File: src/design/fcs_flash_sequencer_regs.vh
// register offsets, field positions, reset values and timing counts
`ifndef FCS_FLASH_SEQUENCER_REGS_VH
`define FCS_FLASH_SEQUENCER_REGS_VH

// ----------------------------------------
// register offsets (byte addresses)
// ----------------------------------------
`define FCS_DIV_OFS    8'h00
`define FCS_STAT_OFS   8'h04
`define FCS_CMD_OFS    8'h08
`define FCS_LADDR_OFS  8'h0C
`define FCS_LDATA_OFS  8'h10
`define FCS_IRQS_OFS   8'h14
`define FCS_IRQM_OFS   8'h18
// haddr bit that selects the flash array window
`define FCS_ARRAY_BIT  16

// ----------------------------------------
// status fields
// ----------------------------------------
`define FCS_CBEF_BIT   7
`define FCS_CCF_BIT    6
`define FCS_ACCERR_BIT 4
// interrupt status / mask fields
`define FCS_IRQ_DONE   0
`define FCS_IRQ_ERR    1

// ----------------------------------------
// reset values
// ----------------------------------------
`define FCS_DIV_RST    10'h000
`define FCS_IRQM_RST   2'h0

// ----------------------------------------
// command codes
// ----------------------------------------
`define FCS_CMD_BLANK  8'h05
`define FCS_CMD_BYTE   8'h20
`define FCS_CMD_BURST  8'h25
`define FCS_CMD_PAGE   8'h40
`define FCS_CMD_MASS   8'h41

// ----------------------------------------
// timing
// ----------------------------------------
`define FCS_MCLK_KHZ   100000
`define FCS_FLASH_TIMING_CLOCK_MIN_KHZ 150
`define FCS_FLASH_TIMING_CLOCK_MAX_KHZ 200
`define FCS_BYTE_CYC   15'h0009
`define FCS_BURST_CYC  15'h0004
`define FCS_PAGE_CYC   15'h0FA0
`define FCS_MASS_CYC   15'h4E20
`define FCS_BLANK_CYC  15'h0009
`define FCS_PAGE_BITS  9
`define FCS_ROW_BITS   6

`endif

File: src/design/fcs_flash_sequencer.v
// flash command sequencer with AHB-Lite register slave
//
// Design decisions made here: the address map and register access over AHB-Lite.
`timescale 1ns/1ps
`include "fcs_flash_sequencer_regs.vh"
// Summary of operation
// - divider must set 150-200 kHz; else refuse
// - divider register accepts only one write
// - divider write ignored while access error set
// - pulses timed in whole flash clock periods
// - byte 9, page 4000, mass 20000 cycles
// - chained burst byte in the same row takes 4 cycles, else 9
// - array write latches address and data first
// - erase ignores data; page erase whole page
// - two 60K pages partly hidden by overlaps
// - second step writes one valid command code
// - writing one to buffer-empty launches command
// - writing zero to buffer-empty aborts, errors
// - out-of-order sequences are rejected
// - complete flag sets when a command finishes with none queued or launched
// - access error cleared by writing one
// - unknown command code sets access error
module fcs_flash_sequencer
#(
  parameter        AW          = 16,
  parameter        DIVW        = 10,
  parameter [14:0] PAGE_CYCLES = `FCS_PAGE_CYC,
  parameter [14:0] MASS_CYCLES = `FCS_MASS_CYC
)
(
  // clock and reset
  input  wire          mclk,
  input  wire          rst_n,
  // ahb-lite slave
  input  wire          hsel,
  input  wire [31:0]   haddr,
  input  wire [1:0]    htrans,
  input  wire          hwrite,
  input  wire [2:0]    hsize,
  input  wire [31:0]   hwdata,
  input  wire          hready,
  output wire          hreadyout,
  output wire          hresp,
  output reg  [31:0]   hrdata,
  // interrupt
  output wire          irq,
  // flash array interface
  output reg           hvOn,
  output reg           opStart,
  output reg  [7:0]    opCmd,
  output reg  [AW-1:0] opAddr,
  output reg  [7:0]    opData
);

  // ----------------------------------------
  // constants
  // ----------------------------------------
  // slowest legal divisor rounds down, fastest rounds up
  localparam integer    DIV_MIN_I =
    (`FCS_MCLK_KHZ + `FCS_FLASH_TIMING_CLOCK_MAX_KHZ - 1) / `FCS_FLASH_TIMING_CLOCK_MAX_KHZ;
  localparam integer    DIV_MAX_I = `FCS_MCLK_KHZ / `FCS_FLASH_TIMING_CLOCK_MIN_KHZ;
  localparam [DIVW-1:0] DIV_MIN   = DIV_MIN_I[DIVW-1:0];
  localparam [DIVW-1:0] DIV_MAX   = DIV_MAX_I[DIVW-1:0];
  localparam [14:0] BYTE_CYC  = `FCS_BYTE_CYC;
  localparam [14:0] BURST_CYC = `FCS_BURST_CYC;
  localparam [14:0] BLANK_CYC = `FCS_BLANK_CYC;
  localparam [1:0]  ST_IDLE   = 2'h0;
  localparam [1:0]  ST_ARRAY  = 2'h1;
  localparam [1:0]  ST_CMD    = 2'h2;

  // ----------------------------------------
  // bus address phase capture
  // ----------------------------------------
  reg          dWr;
  reg          dArr;
  reg  [AW-1:0] dAddr;
  reg  [7:0]   dOfs;
  wire accept = hsel & hready & htrans[1];
  assign hreadyout = 1'b1;
  assign hresp     = 1'b0;

  // ----------------------------------------
  // state
  // ----------------------------------------
  reg  [DIVW-1:0] divVal;
  reg             divDone;
  reg             divOk;
  reg             accErr;
  reg             cbef;
  reg             ccf;
  reg  [1:0]      step;
  reg  [AW-1:0]   bufAddr;
  reg  [7:0]      bufData;
  reg  [7:0]      bufCmd;
  reg             pend;
  reg             busy;
  reg             lastBurst;
  reg  [DIVW-1:0] divCnt;
  reg  [14:0]     nCyc;
  reg  [14:0]     target;
  reg  [1:0]      irqStat;
  reg  [1:0]      irqMask;

  // ----------------------------------------
  // write decode (data phase)
  // ----------------------------------------
  wire wArr  = dWr & dArr;
  wire wDiv  = dWr & ~dArr & (dOfs == `FCS_DIV_OFS);
  wire wStat = dWr & ~dArr & (dOfs == `FCS_STAT_OFS);
  wire wCmd  = dWr & ~dArr & (dOfs == `FCS_CMD_OFS);
  wire wIrqm = dWr & ~dArr & (dOfs == `FCS_IRQM_OFS);
  wire wCbef = hwdata[`FCS_CBEF_BIT];
  wire wAcc  = hwdata[`FCS_ACCERR_BIT];
  wire [7:0] wCode = hwdata[7:0];
  wire codeOk = (wCode == `FCS_CMD_BLANK) |
                (wCode == `FCS_CMD_BYTE)  |
                (wCode == `FCS_CMD_BURST) |
                (wCode == `FCS_CMD_PAGE)  |
                (wCode == `FCS_CMD_MASS);
  // every protocol break, only while no error is pending
  wire errArr  = wArr & (~divOk | ~cbef | (step != ST_IDLE));
  wire errCmd  = wCmd & ((step != ST_ARRAY) | ~codeOk);
  wire errDiv  = wDiv & (step != ST_IDLE);
  wire errLnch = wStat & wCbef & (step == ST_ARRAY);
  wire errAbrt = wStat & ~wCbef & (step != ST_IDLE);
  wire errNow  = ~accErr &
                 (errArr | errCmd | errDiv | errLnch | errAbrt);
  wire launch  = ~accErr & wStat & wCbef & (step == ST_CMD);

  // ----------------------------------------
  // flash timing clock
  // ----------------------------------------
  wire divLast = (divCnt == divVal - {{(DIVW-1){1'b0}}, 1'b1});
  wire fTick   = busy & divLast;
  wire lastCyc = fTick & (nCyc == target - 15'h0001);
  wire finish  = busy & lastCyc;
  // burst pacing only when chained in the same row
  wire sameRow = (bufAddr[AW-1:`FCS_ROW_BITS] ==
                  opAddr[AW-1:`FCS_ROW_BITS]);
  wire chain   = lastBurst & (bufCmd == `FCS_CMD_BURST) & sameRow;
  // start of a buffered command, direct or queued; a launch on the
  // finish edge starts at once, else it would wait for a finish never due
  wire startNow = (launch & ~pend & (~busy | finish)) | (finish & pend);
  wire doneNow  = finish & ~pend & ~launch;

  reg  [14:0] next_target;
  reg  [AW-1:0] next_addr;
  always @*
  begin
    next_addr = bufAddr;
    case (bufCmd)
      `FCS_CMD_BYTE:  next_target = BYTE_CYC;
      `FCS_CMD_BURST: next_target = (chain & finish) ? BURST_CYC
                                                     : BYTE_CYC;
      `FCS_CMD_PAGE:
      begin
        next_target = PAGE_CYCLES;
        // pages hidden under ram or high registers keep fewer bytes;
        // the erase still spans the aligned page base
        next_addr = {bufAddr[AW-1:`FCS_PAGE_BITS],
                     {`FCS_PAGE_BITS{1'b0}}};
      end
      `FCS_CMD_MASS:  next_target = MASS_CYCLES;
      default:        next_target = BLANK_CYC;
    endcase
  end

  // ----------------------------------------
  // bus capture and read data
  // ----------------------------------------
  reg [31:0] next_rdata;
  wire [7:0] aOfs = haddr[7:0];
  always @*
  begin
    next_rdata = 32'h0000_0000;
    if (~haddr[`FCS_ARRAY_BIT])
    begin
      case (aOfs)
        `FCS_DIV_OFS:
          next_rdata = {{(31-DIVW){1'b0}}, divDone, divVal};
        `FCS_STAT_OFS:
          next_rdata = {24'h00_0000, cbef, ccf, 1'b0, accErr, 4'h0};
        `FCS_CMD_OFS:   next_rdata = {24'h00_0000, bufCmd};
        `FCS_LADDR_OFS: next_rdata = {{(32-AW){1'b0}}, bufAddr};
        `FCS_LDATA_OFS: next_rdata = {24'h00_0000, bufData};
        `FCS_IRQS_OFS:  next_rdata = {30'h0000_0000, irqStat};
        `FCS_IRQM_OFS:  next_rdata = {30'h0000_0000, irqMask};
        default:        next_rdata = 32'h0000_0000;
      endcase
    end
  end
  // read of the interrupt status clears it
  wire rdIrqs = accept & ~hwrite & ~haddr[`FCS_ARRAY_BIT] &
                (aOfs == `FCS_IRQS_OFS);
  always @(posedge mclk)
  begin
    if (!rst_n)
    begin
      dWr    <= 1'b0;
      dArr   <= 1'b0;
      dAddr  <= {AW{1'b0}};
      dOfs   <= 8'h00;
      hrdata <= 32'h0000_0000;
    end
    else
    begin
      dWr    <= accept & hwrite;
      dArr   <= haddr[`FCS_ARRAY_BIT];
      dAddr  <= haddr[AW-1:0];
      dOfs   <= aOfs;
      if (accept & ~hwrite)
        hrdata <= next_rdata;
    end
  end

  // ----------------------------------------
  // divider, one write only
  // ----------------------------------------
  always @(posedge mclk)
  begin
    if (!rst_n)
    begin
      divVal  <= `FCS_DIV_RST;
      divDone <= 1'b0;
      divOk   <= 1'b0;
    end
    else if (wDiv & ~divDone & ~accErr & ~errDiv)
    begin
      divVal  <= hwdata[DIVW-1:0];
      divDone <= 1'b1;
      // out-of-band values leave commands refused until reset
      divOk   <= (hwdata[DIVW-1:0] >= DIV_MIN) &
                 (hwdata[DIVW-1:0] <= DIV_MAX);
    end
  end

  // ----------------------------------------
  // command sequence and flags
  // ----------------------------------------
  always @(posedge mclk)
  begin
    if (!rst_n)
    begin
      accErr  <= 1'b0;
      cbef    <= 1'b1;
      ccf     <= 1'b1;
      step    <= ST_IDLE;
      bufAddr <= {AW{1'b0}};
      bufData <= 8'h00;
      bufCmd  <= 8'h00;
      pend    <= 1'b0;
    end
    else
    begin
      // error set wins over a same-cycle clear
      if (errNow)
        accErr <= 1'b1;
      else if (wStat & wAcc)
        accErr <= 1'b0;
      if (errNow)
        step <= ST_IDLE;
      else if (~accErr)
      begin
        if (wArr)
        begin
          bufAddr <= dAddr;
          bufData <= hwdata[7:0];
          step    <= ST_ARRAY;
        end
        if (wCmd)
        begin
          bufCmd <= wCode;
          step   <= ST_CMD;
        end
        if (launch)
          step <= ST_IDLE;
      end
      if (launch)
      begin
        cbef <= 1'b0;
        ccf  <= 1'b0;
        pend <= busy & ~finish;
      end
      else if (finish & pend)
        pend <= 1'b0;
      // buffer frees as soon as exec takes it over
      if (startNow)
        cbef <= 1'b1;
      if (doneNow)
        ccf <= 1'b1;
    end
  end

  // ----------------------------------------
  // execution timer
  // ----------------------------------------
  always @(posedge mclk)
  begin
    if (!rst_n)
    begin
      busy      <= 1'b0;
      hvOn      <= 1'b0;
      opStart   <= 1'b0;
      opCmd     <= 8'h00;
      opAddr    <= {AW{1'b0}};
      opData    <= 8'h00;
      lastBurst <= 1'b0;
      divCnt    <= {DIVW{1'b0}};
      nCyc      <= 15'h0000;
      target    <= 15'h0000;
    end
    else
    begin
      opStart <= startNow;
      if (startNow)
      begin
        busy      <= 1'b1;
        hvOn      <= 1'b1;
        opCmd     <= bufCmd;
        opAddr    <= next_addr;
        // data does not matter to erase or blank check
        opData    <= ((bufCmd == `FCS_CMD_BYTE) |
                      (bufCmd == `FCS_CMD_BURST)) ? bufData
                                                   : 8'hFF;
        lastBurst <= (bufCmd == `FCS_CMD_BURST);
        target    <= next_target;
        divCnt    <= {DIVW{1'b0}};
        nCyc      <= 15'h0000;
      end
      else if (finish)
      begin
        busy      <= 1'b0;
        hvOn      <= 1'b0;
        lastBurst <= 1'b0;
      end
      else if (busy)
      begin
        divCnt <= divLast ? {DIVW{1'b0}}
                          : divCnt + {{(DIVW-1){1'b0}}, 1'b1};
        if (fTick)
          nCyc <= nCyc + 15'h0001;
      end
    end
  end

  // ----------------------------------------
  // interrupts
  // ----------------------------------------
  wire [1:0] irqEv = {errNow, doneNow};
  always @(posedge mclk)
  begin
    if (!rst_n)
    begin
      irqStat <= 2'h0;
      irqMask <= `FCS_IRQM_RST;
    end
    else
    begin
      // a new event beats the clear-on-read
      irqStat <= (rdIrqs ? 2'h0 : irqStat) | irqEv;
      if (wIrqm)
        irqMask <= hwdata[1:0];
    end
  end
  assign irq = |(irqStat & irqMask);
endmodule

File: config.mk
export PLATFORM = sky130hd
export DESIGN_NAME = fcs_flash_sequencer
export DESIGN_NICKNAME = d
export VERILOG_FILES = /design/src/design/fcs_flash_sequencer.v
export VERILOG_INCLUDE_DIRS = /design/src /design/src/design
export SDC_FILE = /design/constraint.sdc
export NUM_CORES = 1
export LEC_CHECK = 0
export BUFFER_PORTS_ARGS = -buffer_cell sky130_fd_sc_hd__buf_2
export CORE_ASPECT_RATIO = 1.75
export CORE_MARGIN = 5
export CORE_UTILIZATION = 50
export CTS_BUF_LIST = sky130_fd_sc_hd__clkbuf_8
export CTS_CLUSTER_SIZE = 10
export DETAILED_ROUTE_END_ITERATION = 7
export PLACE_DENSITY = 0.76
export RECOVER_POWER = 25
export SETUP_SLACK_MARGIN = 0.2
export SYNTH_ARGS = -nofsm -noshare
export SYNTH_HDL_FRONTEND = slang
export SYNTH_SLANG_ARGS = --single-unit
File: constraint.sdc
create_clock -name mclk -period 4.7 [get_ports mclk]
set_input_delay 0.235 -clock mclk [delete_from_list [all_inputs] [get_ports mclk]]
set_output_delay 0.235 -clock mclk [all_outputs]
set_load 0.05 [all_outputs]
# Yosys cells after proc, flatten, opt, wreduce, memory -nomap -nowiden
# Index checks and enable logic that the tools add are counted.
# word_totals
word_cells	163
regBits	187
in_bits	74
out_inout_bits	69
# op_classes
order_cmp	2
eq_ne	24
n_reduce_logical	16
muxes	18
n_bitwise	72
addsub	4
# op_table
cell	count
one-hot mux 16 bit (7 select lines)	1
one-hot mux 15 bit (3 select lines)	1
AND 1 bit	40
equality test 8 x 5 -> 1 bit, second input constant	4
equality test 8 x 6 -> 1 bit, second input constant	4
equality test 8 x 7 -> 1 bit, second input constant	4
equality test 8 x 3 -> 1 bit, second input constant	3
equality test 8 x 4 -> 1 bit, second input constant	3
equality test 10 bit	2
zero test 8 bit	2
two-way mux 16 bit	1
inverter 1 bit	16
adder 15 x 1 -> 15 bit, second input constant	1
equality test 15 bit	1
subtractor 15 x 1 -> 15 bit, second input constant	1
OR 1 bit	14
adder 10 x 1 -> 10 bit, second input constant	1
>= comparator 10 x 9 -> 1 bit, second input constant	1
<= comparator 10 bit, second input constant	1
two-way mux 10 bit	1
subtractor 10 x 1 -> 10 bit, second input constant	1
two-way mux 9 bit	1
AND reduction 3 bit	3
two-way mux 2 bit	4
other kinds (12)	25

# Depth between registers and ports, before layout
# Gate-level depths: netlist of run 1.
# depth
depth_word	15
depth_mapped	13

# Worst setup path before layout of run 1
# OpenSTA, ideal clock, no wires.
# synth_path
kind	register -> register
startpoint	reg target[3]
endpoint	reg target[3]
t_required_ps	4563
slack_ps	1414
path_stages_with_launch	13
setup_ps	137
t_arrival_ps	3149
path_cell_list	dfxtp_1 inv_1 ha_1 ha_1 xor2_1 o31a_1 or3_1 or4_1 or4_1 buf_2 nand2_1 buf_2 o22ai_1
# synth_via
elab_chain_len	7
# synth_rtl
element	line	source
start: declaration	fcs_flash_sequencer.v:100	reg [14:0] target;
start signal: assignment	fcs_flash_sequencer.v:326	target <= next_target;
subtractor 15 x 1 -> 15 bit *	fcs_flash_sequencer.v:135	wire lastCyc = fTick & (nCyc == target - 15'h0001);
equality test 15 bit *	fcs_flash_sequencer.v:135	
AND 1 bit *	fcs_flash_sequencer.v:135	
AND 1 bit *	fcs_flash_sequencer.v:136	wire finish = busy & lastCyc;
AND 1 bit or OR 1 bit (tied branches)	fcs_flash_sequencer.v:153, fcs_flash_sequencer.v:143	
two-way mux 4 bit or AND 1 bit (tied branches)	fcs_flash_sequencer.v:153, fcs_flash_sequencer.v:143	
one-hot mux 15 bit (3 select lines) or OR 1 bit (tied branches)	fcs_flash_sequencer.v:151, fcs_flash_sequencer.v:143	
# Every way passes the cells marked *; elsewhere a longest branch is shown, timed or not.
# A chain may end at the register's enable or synchronous reset.

# Final worst setup path of run 1
# layout_path
startpoint	reg target[3]
endpoint	reg divCnt[9]
# layout_via
elab_chain_len	8
# layout_rtl
element	line	source
subtractor 15 x 1 -> 15 bit *	fcs_flash_sequencer.v:135	
equality test 15 bit *	fcs_flash_sequencer.v:135	
AND 1 bit *	fcs_flash_sequencer.v:135	
AND 1 bit *	fcs_flash_sequencer.v:136	
OR 1 bit	fcs_flash_sequencer.v:143	wire startNow = (launch & ~pend & (~busy | finish)) | (finish & pend);
AND 1 bit	fcs_flash_sequencer.v:143	
OR 1 bit	fcs_flash_sequencer.v:143	
OR reduction 2 bit (no line)	--	
end signal: assignment	fcs_flash_sequencer.v:308	divCnt <= {DIVW{1'b0}};
end signal: assignment	fcs_flash_sequencer.v:327	divCnt <= {DIVW{1'b0}};
end signal: assignment	fcs_flash_sequencer.v:338	divCnt <= divLast ? {DIVW{1'b0}}
end: declaration	fcs_flash_sequencer.v:98	reg [DIVW-1:0] divCnt;
# Marks and branches as above.

==> results of run 1 <==
[final cells by class]
cell class / count / area, um2 / share of cell area
clock buffer: 17 / 234 / 0.0291
clock inverter: 15 / 180 / 0.0224
inverter: 42 / 158 / 0.0196
multi-input combinational: 620 / 3590 / 0.447
sequential: 153 / 3060 / 0.381
tap: 177 / 221 / 0.0276
timing repair buffer: 107 / 584 / 0.0728
[synth_stat cells (20+ instances only)]
| library cell | n |
|---|---|
| dfxtp_1 | 153 |
| a21oi_1 | 80 |
| nor3_1 | 22 |
| inv_1 | 41 |
| nand2_1 | 73 |
| o21ai_0 | 50 |
| xnor2_1 | 20 |
| clkbuf_1 | 39 |
| nor2_1 | 65 |
| nand3_1 | 84 |
| mux2i_1 | 23 |
| and2_1 | 20 |
[routing by layer]
layer,GRT usage,wire (um)
met1,0.245,7110
met3,0.0304,1040
met2,0.409,9730
met4,0.127,928
met5,0,0
[timing repair]
action | 4_1_cts | 5_1_grt
buffers inserted | 0 | 0
endpoints found under the hold margin | 14 | 0
hold buffers | 14 | 0
[critical path, cell delays in order (launching register included)]
cell and delay [ps]:
dfxtp_1 410, inv_1 100, ha_1 300, ha_1 250, xor2_1 150, o31a_1 270
or3_1 380, or4_1 580, or4_1 450, buf_4 280, nand3_1 280, a21oi_1 70
[sequential cells by signal, indices dropped and copies added, names as in the netlist, 2 cells and up]
name     cells
opCmd        8
bufData      8
divVal      10
target       5
hrdata      16
opAddr      16
opData       8
dAddr       16
irqMask      2
bufCmd       8
irqStat      2
nCyc        15
divCnt      10
bufAddr     16
step         2
[power breakdown]
group | switching [mW] | internal [mW] | leakage [nW] | total [mW]
clock | 0.593 | 0.407 | 0.204 | 1.00
combinational | 0.0839 | 0.0324 | 1.48 | 0.116
sequential | 0.00761 | 1.30 | 1.24 | 1.31
total | 0.684 | 1.74 | 2.92 | 2.43
[worst paths after layout]
kind / from / end / slack (ps)
worst min register to register: dAddr[12]$_SDFF_PN0_ / bufAddr[12]$_SDFFE_PN0P_ / 450
worst min-delay path: haddr[16] / dArr$_SDFF_PN0_ / 30
worst max-delay path: target[3]$_SDFFE_PN0P_ / divCnt[9]$_SDFFE_PP0P_ / 1050
worst max register to register: target[3]$_SDFFE_PN0P_ / divCnt[9]$_SDFFE_PP0P_ / 1050
[cells by family (layout without fill, tap and decap cells)]
kind of cell	count (synthesis)	in the layout	synth area share
AOI/OAI and AO/OA	198	198	0.165
muxes	26	26	0.0373
DFF	153	153	0.433
other	2	18	0.00106
adders and majority gates	6	6	0.0106
buffers and inverters	109	181	0.0700
and+or+nand+nor	343	343	0.247
xor gates and xnor gates	29	29	0.0359
[metrics by stage]
step                      total power [mW]  cell area [um2]  utilization
after floorplan                       1.43             7140            -
after global placement                1.45             7520        0.541
after detailed placement              1.45             7520        0.541
after CTS                             2.44             8080        0.581
after global routing                  2.50             8030        0.577
final                                 2.43             8030        0.577
==> results.sh, run 1 <==
export IMPL_status="finished, violations left"
export IMPL_violations="max-capacitance violations, max-slew violations"
export IMPL_port_buffers=83
export IMPL_avgSynthCellArea_um2=8.17
export IMPL_final_max_slew_violation_count=71
export IMPL_fin_skew_ps=18.0
export IMPL_worst_endpoint_arrival_ps=3990
export IMPL_min_period_over_period=0.778
export IMPL_clock_latency_ps=470
export IMPL_start_util=0.509
export IMPL_holdPathStages=2
export IMPL_n_fill_cell=1325
export IMPL_hold_violations=0
export IMPL_worst_hold_slack_ps=26.6
export IMPL_synth_top_area_frac=0.433
export IMPL_drtAntennaViolNets=0
export IMPL_syn_inst=866
export IMPL_synth_area_mm2=0.00708
export IMPL_die_width_um=99.9
export IMPL_period_needed_ps=3650
export IMPL_slew_limit_headroom=-1.05
export IMPL_n_antenna_cell=0
export IMPL_power_density_mw_per_mm2=302
export IMPL_start_kind="flip-flop"
export IMPL_cts_max_level=4
export IMPL_cts_tree="yes"
export IMPL_antenna_found_initial=0
export IMPL_synth_distinct_cells=67
export IMPL_dp_hpwl_mm=13.7
export IMPL_final_common_cell="dfxtp_1"
export IMPL_cp_required_ps=5040
export IMPL_finalNonFillerCells=1131
export IMPL_clock_sinks=153
export IMPL_die_h_um=167
export IMPL_yosysWarnings=0
export IMPL_cts_root_buf="clkbuf_8"
export IMPL_gp_congestion=0.883
export IMPL_final_nets=1021
export IMPL_routedWlPerCell_um=16.6
export IMPL_synth_area_leaders="dfxtp_1 43%, nand3_1 5.9%, a21oi_1 5.7%"
export IMPL_synth_edf_count=0
export IMPL_ys_ff_latch=153
export IMPL_fmax_mhz=274
export IMPL_routed_wl_mm=18.8
export IMPL_firstDrtPassIters=5
export IMPL_cts_repair_resized=0
export IMPL_pre_cts_ws_ps=1080
export IMPL_critical_path_class="reg2reg"
export IMPL_crit_fanout=35
export IMPL_finalSetupTns_ps=0
export IMPL_worst_slack_ps=1050
export IMPL_track_usage=0.225
export IMPL_final_setup_viol_count=0
export IMPL_gr_total_overflow=0
export IMPL_drt_initial_drc_count=309
export IMPL_numCtsBuffers=17
export IMPL_core_mm2=0.0139
export IMPL_maxCapViolations=1
export IMPL_rsz0062_at_grt="no"
export IMPL_tightest_slew_ps=3070
export IMPL_via_count=6521
export IMPL_grt_max_degree=71
export IMPL_die_area_mm2=0.0167
export IMPL_drc=0
export IMPL_ys_flop_type="dfxtp_1"
export IMPL_yosysSeqAreaShare=0.433
export IMPL_max_vdd_ir_drop_mv=0.193
export IMPL_io_pins=143
export IMPL_synth_async_reset_ratio=0
export IMPL_grt_pass1_wl_mm=30.5
export IMPL_final_cell_mix="153 x dfxtp_1, 84 x nand3_1, 79 x a21oi_1, 73 x nand2_1, 65 x nor2_1"
export IMPL_area_growth_pct=13.4
export IMPL_holdCritPathClass="in2reg"
export IMPL_dpl_cell_count=1085
export IMPL_rows=57
export IMPL_drive_gt1_frac=0.112
export IMPL_p_leak_nw=2.92
export IMPL_grt_pass1_vias=6279
export IMPL_endpoint_kind="flip-flop"
export IMPL_clk_path_buf_depth=2
export IMPL_synth_top_area_cell="dfxtp_1"
export IMPL_reg2reg_depth=11
export IMPL_clkTransAtPathRegs_ps=90
export IMPL_vias_per_cell=5.77
Power figures use the tool's default switching activity.
==> inputs of run 2 (changes only) <==
clock period = 3.69 ns   (was 4.7 ns; I/O delays follow)
==> results.sh, run 2 (synthesis results as in run 1) <==
export IMPL_final_core_util=0.587
export IMPL_die_h_um=167
export IMPL_cp_required_ps=4020
export IMPL_antenna_found_initial=0
export IMPL_worst_endpoint_arrival_ps=3590
export IMPL_endpoint_kind="flip-flop"
export IMPL_status="completed"
export IMPL_firstDrtPassIters=5
export IMPL_cts_setup_buffers=0
export IMPL_area_growth_pct=15.2
export IMPL_min_period_over_period=0.884
export IMPL_die_area_mm2=0.0167
export IMPL_slew_limit_headroom=0.0662
export IMPL_use_met2=0.423
export IMPL_rows=57
export IMPL_grt_pass1_wl_mm=31.5
export IMPL_io_pins=143
export IMPL_p_seq_frac=0.543
export IMPL_reg2reg_slack_ps=430
export IMPL_use_met1=0.251
export IMPL_maxCapViolations=0
export IMPL_clk_path_buf_depth=2
export IMPL_dpl_cell_count=1093
export IMPL_gr_total_overflow=0
export IMPL_busiest_layer="met2"
export IMPL_routedWlPerCell_um=16.7
export IMPL_fin_skew_ps=17.6
export IMPL_die_width_um=99.9
export IMPL_tightest_slew_ps=1400
export IMPL_clkTransAtPathRegs_ps=100
export IMPL_critical_path_class="reg2reg"
export IMPL_hold_violations=0
export IMPL_port_buffers=83
export IMPL_track_usage=0.233
export IMPL_pre_cts_ws_ps=272
export IMPL_final_common_cell="dfxtp_1"
export IMPL_cts_max_level=4
export IMPL_power_density_mw_per_mm2=378
export IMPL_drive_gt1_frac=0.126
export IMPL_p_switching_mw=0.847
export IMPL_via_count=6597
export IMPL_numCtsBuffers=17
export IMPL_core_mm2=0.0139
export IMPL_period_needed_ps=3260
export IMPL_cts_root_buf="clkbuf_8"
export IMPL_switching_share=0.275
export IMPL_grt_max_degree=71
export IMPL_grt_met3_usage=0.0408
export IMPL_fmax_mhz=307
export IMPL_grt_pass1_vias=6461
export IMPL_routed_wl_mm=19.1
export IMPL_clock_sinks=153
export IMPL_crit_fanout=11
export IMPL_p_leak_nw=2.99
export IMPL_gp_congestion=0.882
export IMPL_worst_slack_ps=430
export IMPL_drc=0
export IMPL_final_max_slew_violation_count=0
export IMPL_pwr_share_comb=0.050
export IMPL_n_fill_cell=1308
export IMPL_finalSetupTns_ps=0
export IMPL_holdCritPathClass="in2reg"
export IMPL_max_vdd_ir_drop_mv=0.324
export IMPL_p_clk_frac=0.407
export IMPL_final_nets=1033
export IMPL_final_cell_mix="152 x dfxtp_1, 83 x nand3_1, 79 x a21oi_1, 73 x nand2_1, 65 x nor2_1"
export IMPL_drt_initial_drc_count=382
export IMPL_start_util=0.509
export IMPL_clock_latency_ps=460
export IMPL_dp_hpwl_mm=13.9
export IMPL_final_setup_viol_count=0
export IMPL_finalNonFillerCells=1143
export IMPL_vias_per_cell=5.77
export IMPL_rsz0062_at_grt="no"
export IMPL_total_power_mw=3.08
export IMPL_n_antenna_cell=0
export IMPL_p_int_mw=2.23
export IMPL_cts_tree="yes"
export IMPL_drtAntennaViolNets=0
export IMPL_start_kind="flip-flop"
[run 2: changes by cell type in the layout (fill, tap and decap cells not counted), moves of 2 or more]
| cell | previous run | this run |
|---|---|---|
| buf_4 | 9 | 15 |
| dlygate4sd3_1 | 14 | 18 |
| clkinv_4 | 3 | 0 |
| inv_6 | 1 | 4 |
| and2_0 | 4 | 6 |
| and2_1 | 16 | 14 |
| clkinv_8 | 5 | 3 |
| clkinvlp_4 | 1 | 3 |
| or4_1 | 14 | 12 |
| or4_4 | 2 | 4 |
[run 2: layout make-up]
type                            count  area, um2  share of cell area
Clock buffer                       18        248              0.0304
Clock inverter                     14        151              0.0186
Inverter                           42        158              0.0193
Multi-Input combinational cell    620       3610               0.443
Sequential cell                   153       3060               0.376
Tap cell                          177        221              0.0272
Timing Repair Buffer              119        702              0.0861
[run 2: timing repair]
action | CTS | global route
hold buffers | 18 | 0
resized for setup | 0 | 7
setup endpoints to repair | 0 | 46
endpoints found under the hold margin | 17 | 0
[run 2: path summary, 6_finish.rpt]
check                                            start                 endpoint  cells past startpoint
worst max-delay path            target[3]$_SDFFE_PN0P_   divCnt[6]$_SDFFE_PP0P_                     11
worst min-delay path                         hwdata[3]  bufData[3]$_SDFFE_PN0P_                      3
worst max register to register  target[3]$_SDFFE_PN0P_   divCnt[6]$_SDFFE_PP0P_                     11
worst min register to register     dAddr[9]$_SDFF_PN0_  bufAddr[9]$_SDFFE_PN0P_                      2
[run 2: metal layers]
metal,wire (um),up-vias
li1,-,3202
met1,7130,3108
met2,10200,229
met3,969,58
met4,852,0
met5,0,-
[run 2: power by group through the flow]
stage / logic, mW / registers [mW] / clock network [mW]
floorplan: 0.112 / 1.70 / 0
global placement: 0.136 / 1.71 / 0
detailed placement: 0.137 / 1.71 / 0
CTS: 0.151 / 1.67 / 1.27
global route: 0.166 / 1.67 / 1.34
finish: 0.153 / 1.67 / 1.25
[run 2: through the flow]
| stage | area [um2] | hold WS (ps) |
|---|---|---|
| 2_1_floorplan | 7140 | 298 |
| 3_3_place_gp | 7590 | 393 |
| 3_5_place_dp | 7590 | 394 |
| 4_1_cts | 8170 | 22.8 |
| 5_1_grt | 8160 | 44.3 |
| 6_report | 8160 | 36.3 |
[run 2: critical path, stage by stage (launching register included)]
cell and delay [ps]:
dfxtp_2 370, inv_1 80, ha_1 210, ha_1 230
xor2_1 150, o31a_1 270, or3_1 400, or4_4 560
or4_4 450, buf_4 200, nand3_2 150, a21oi_1 60
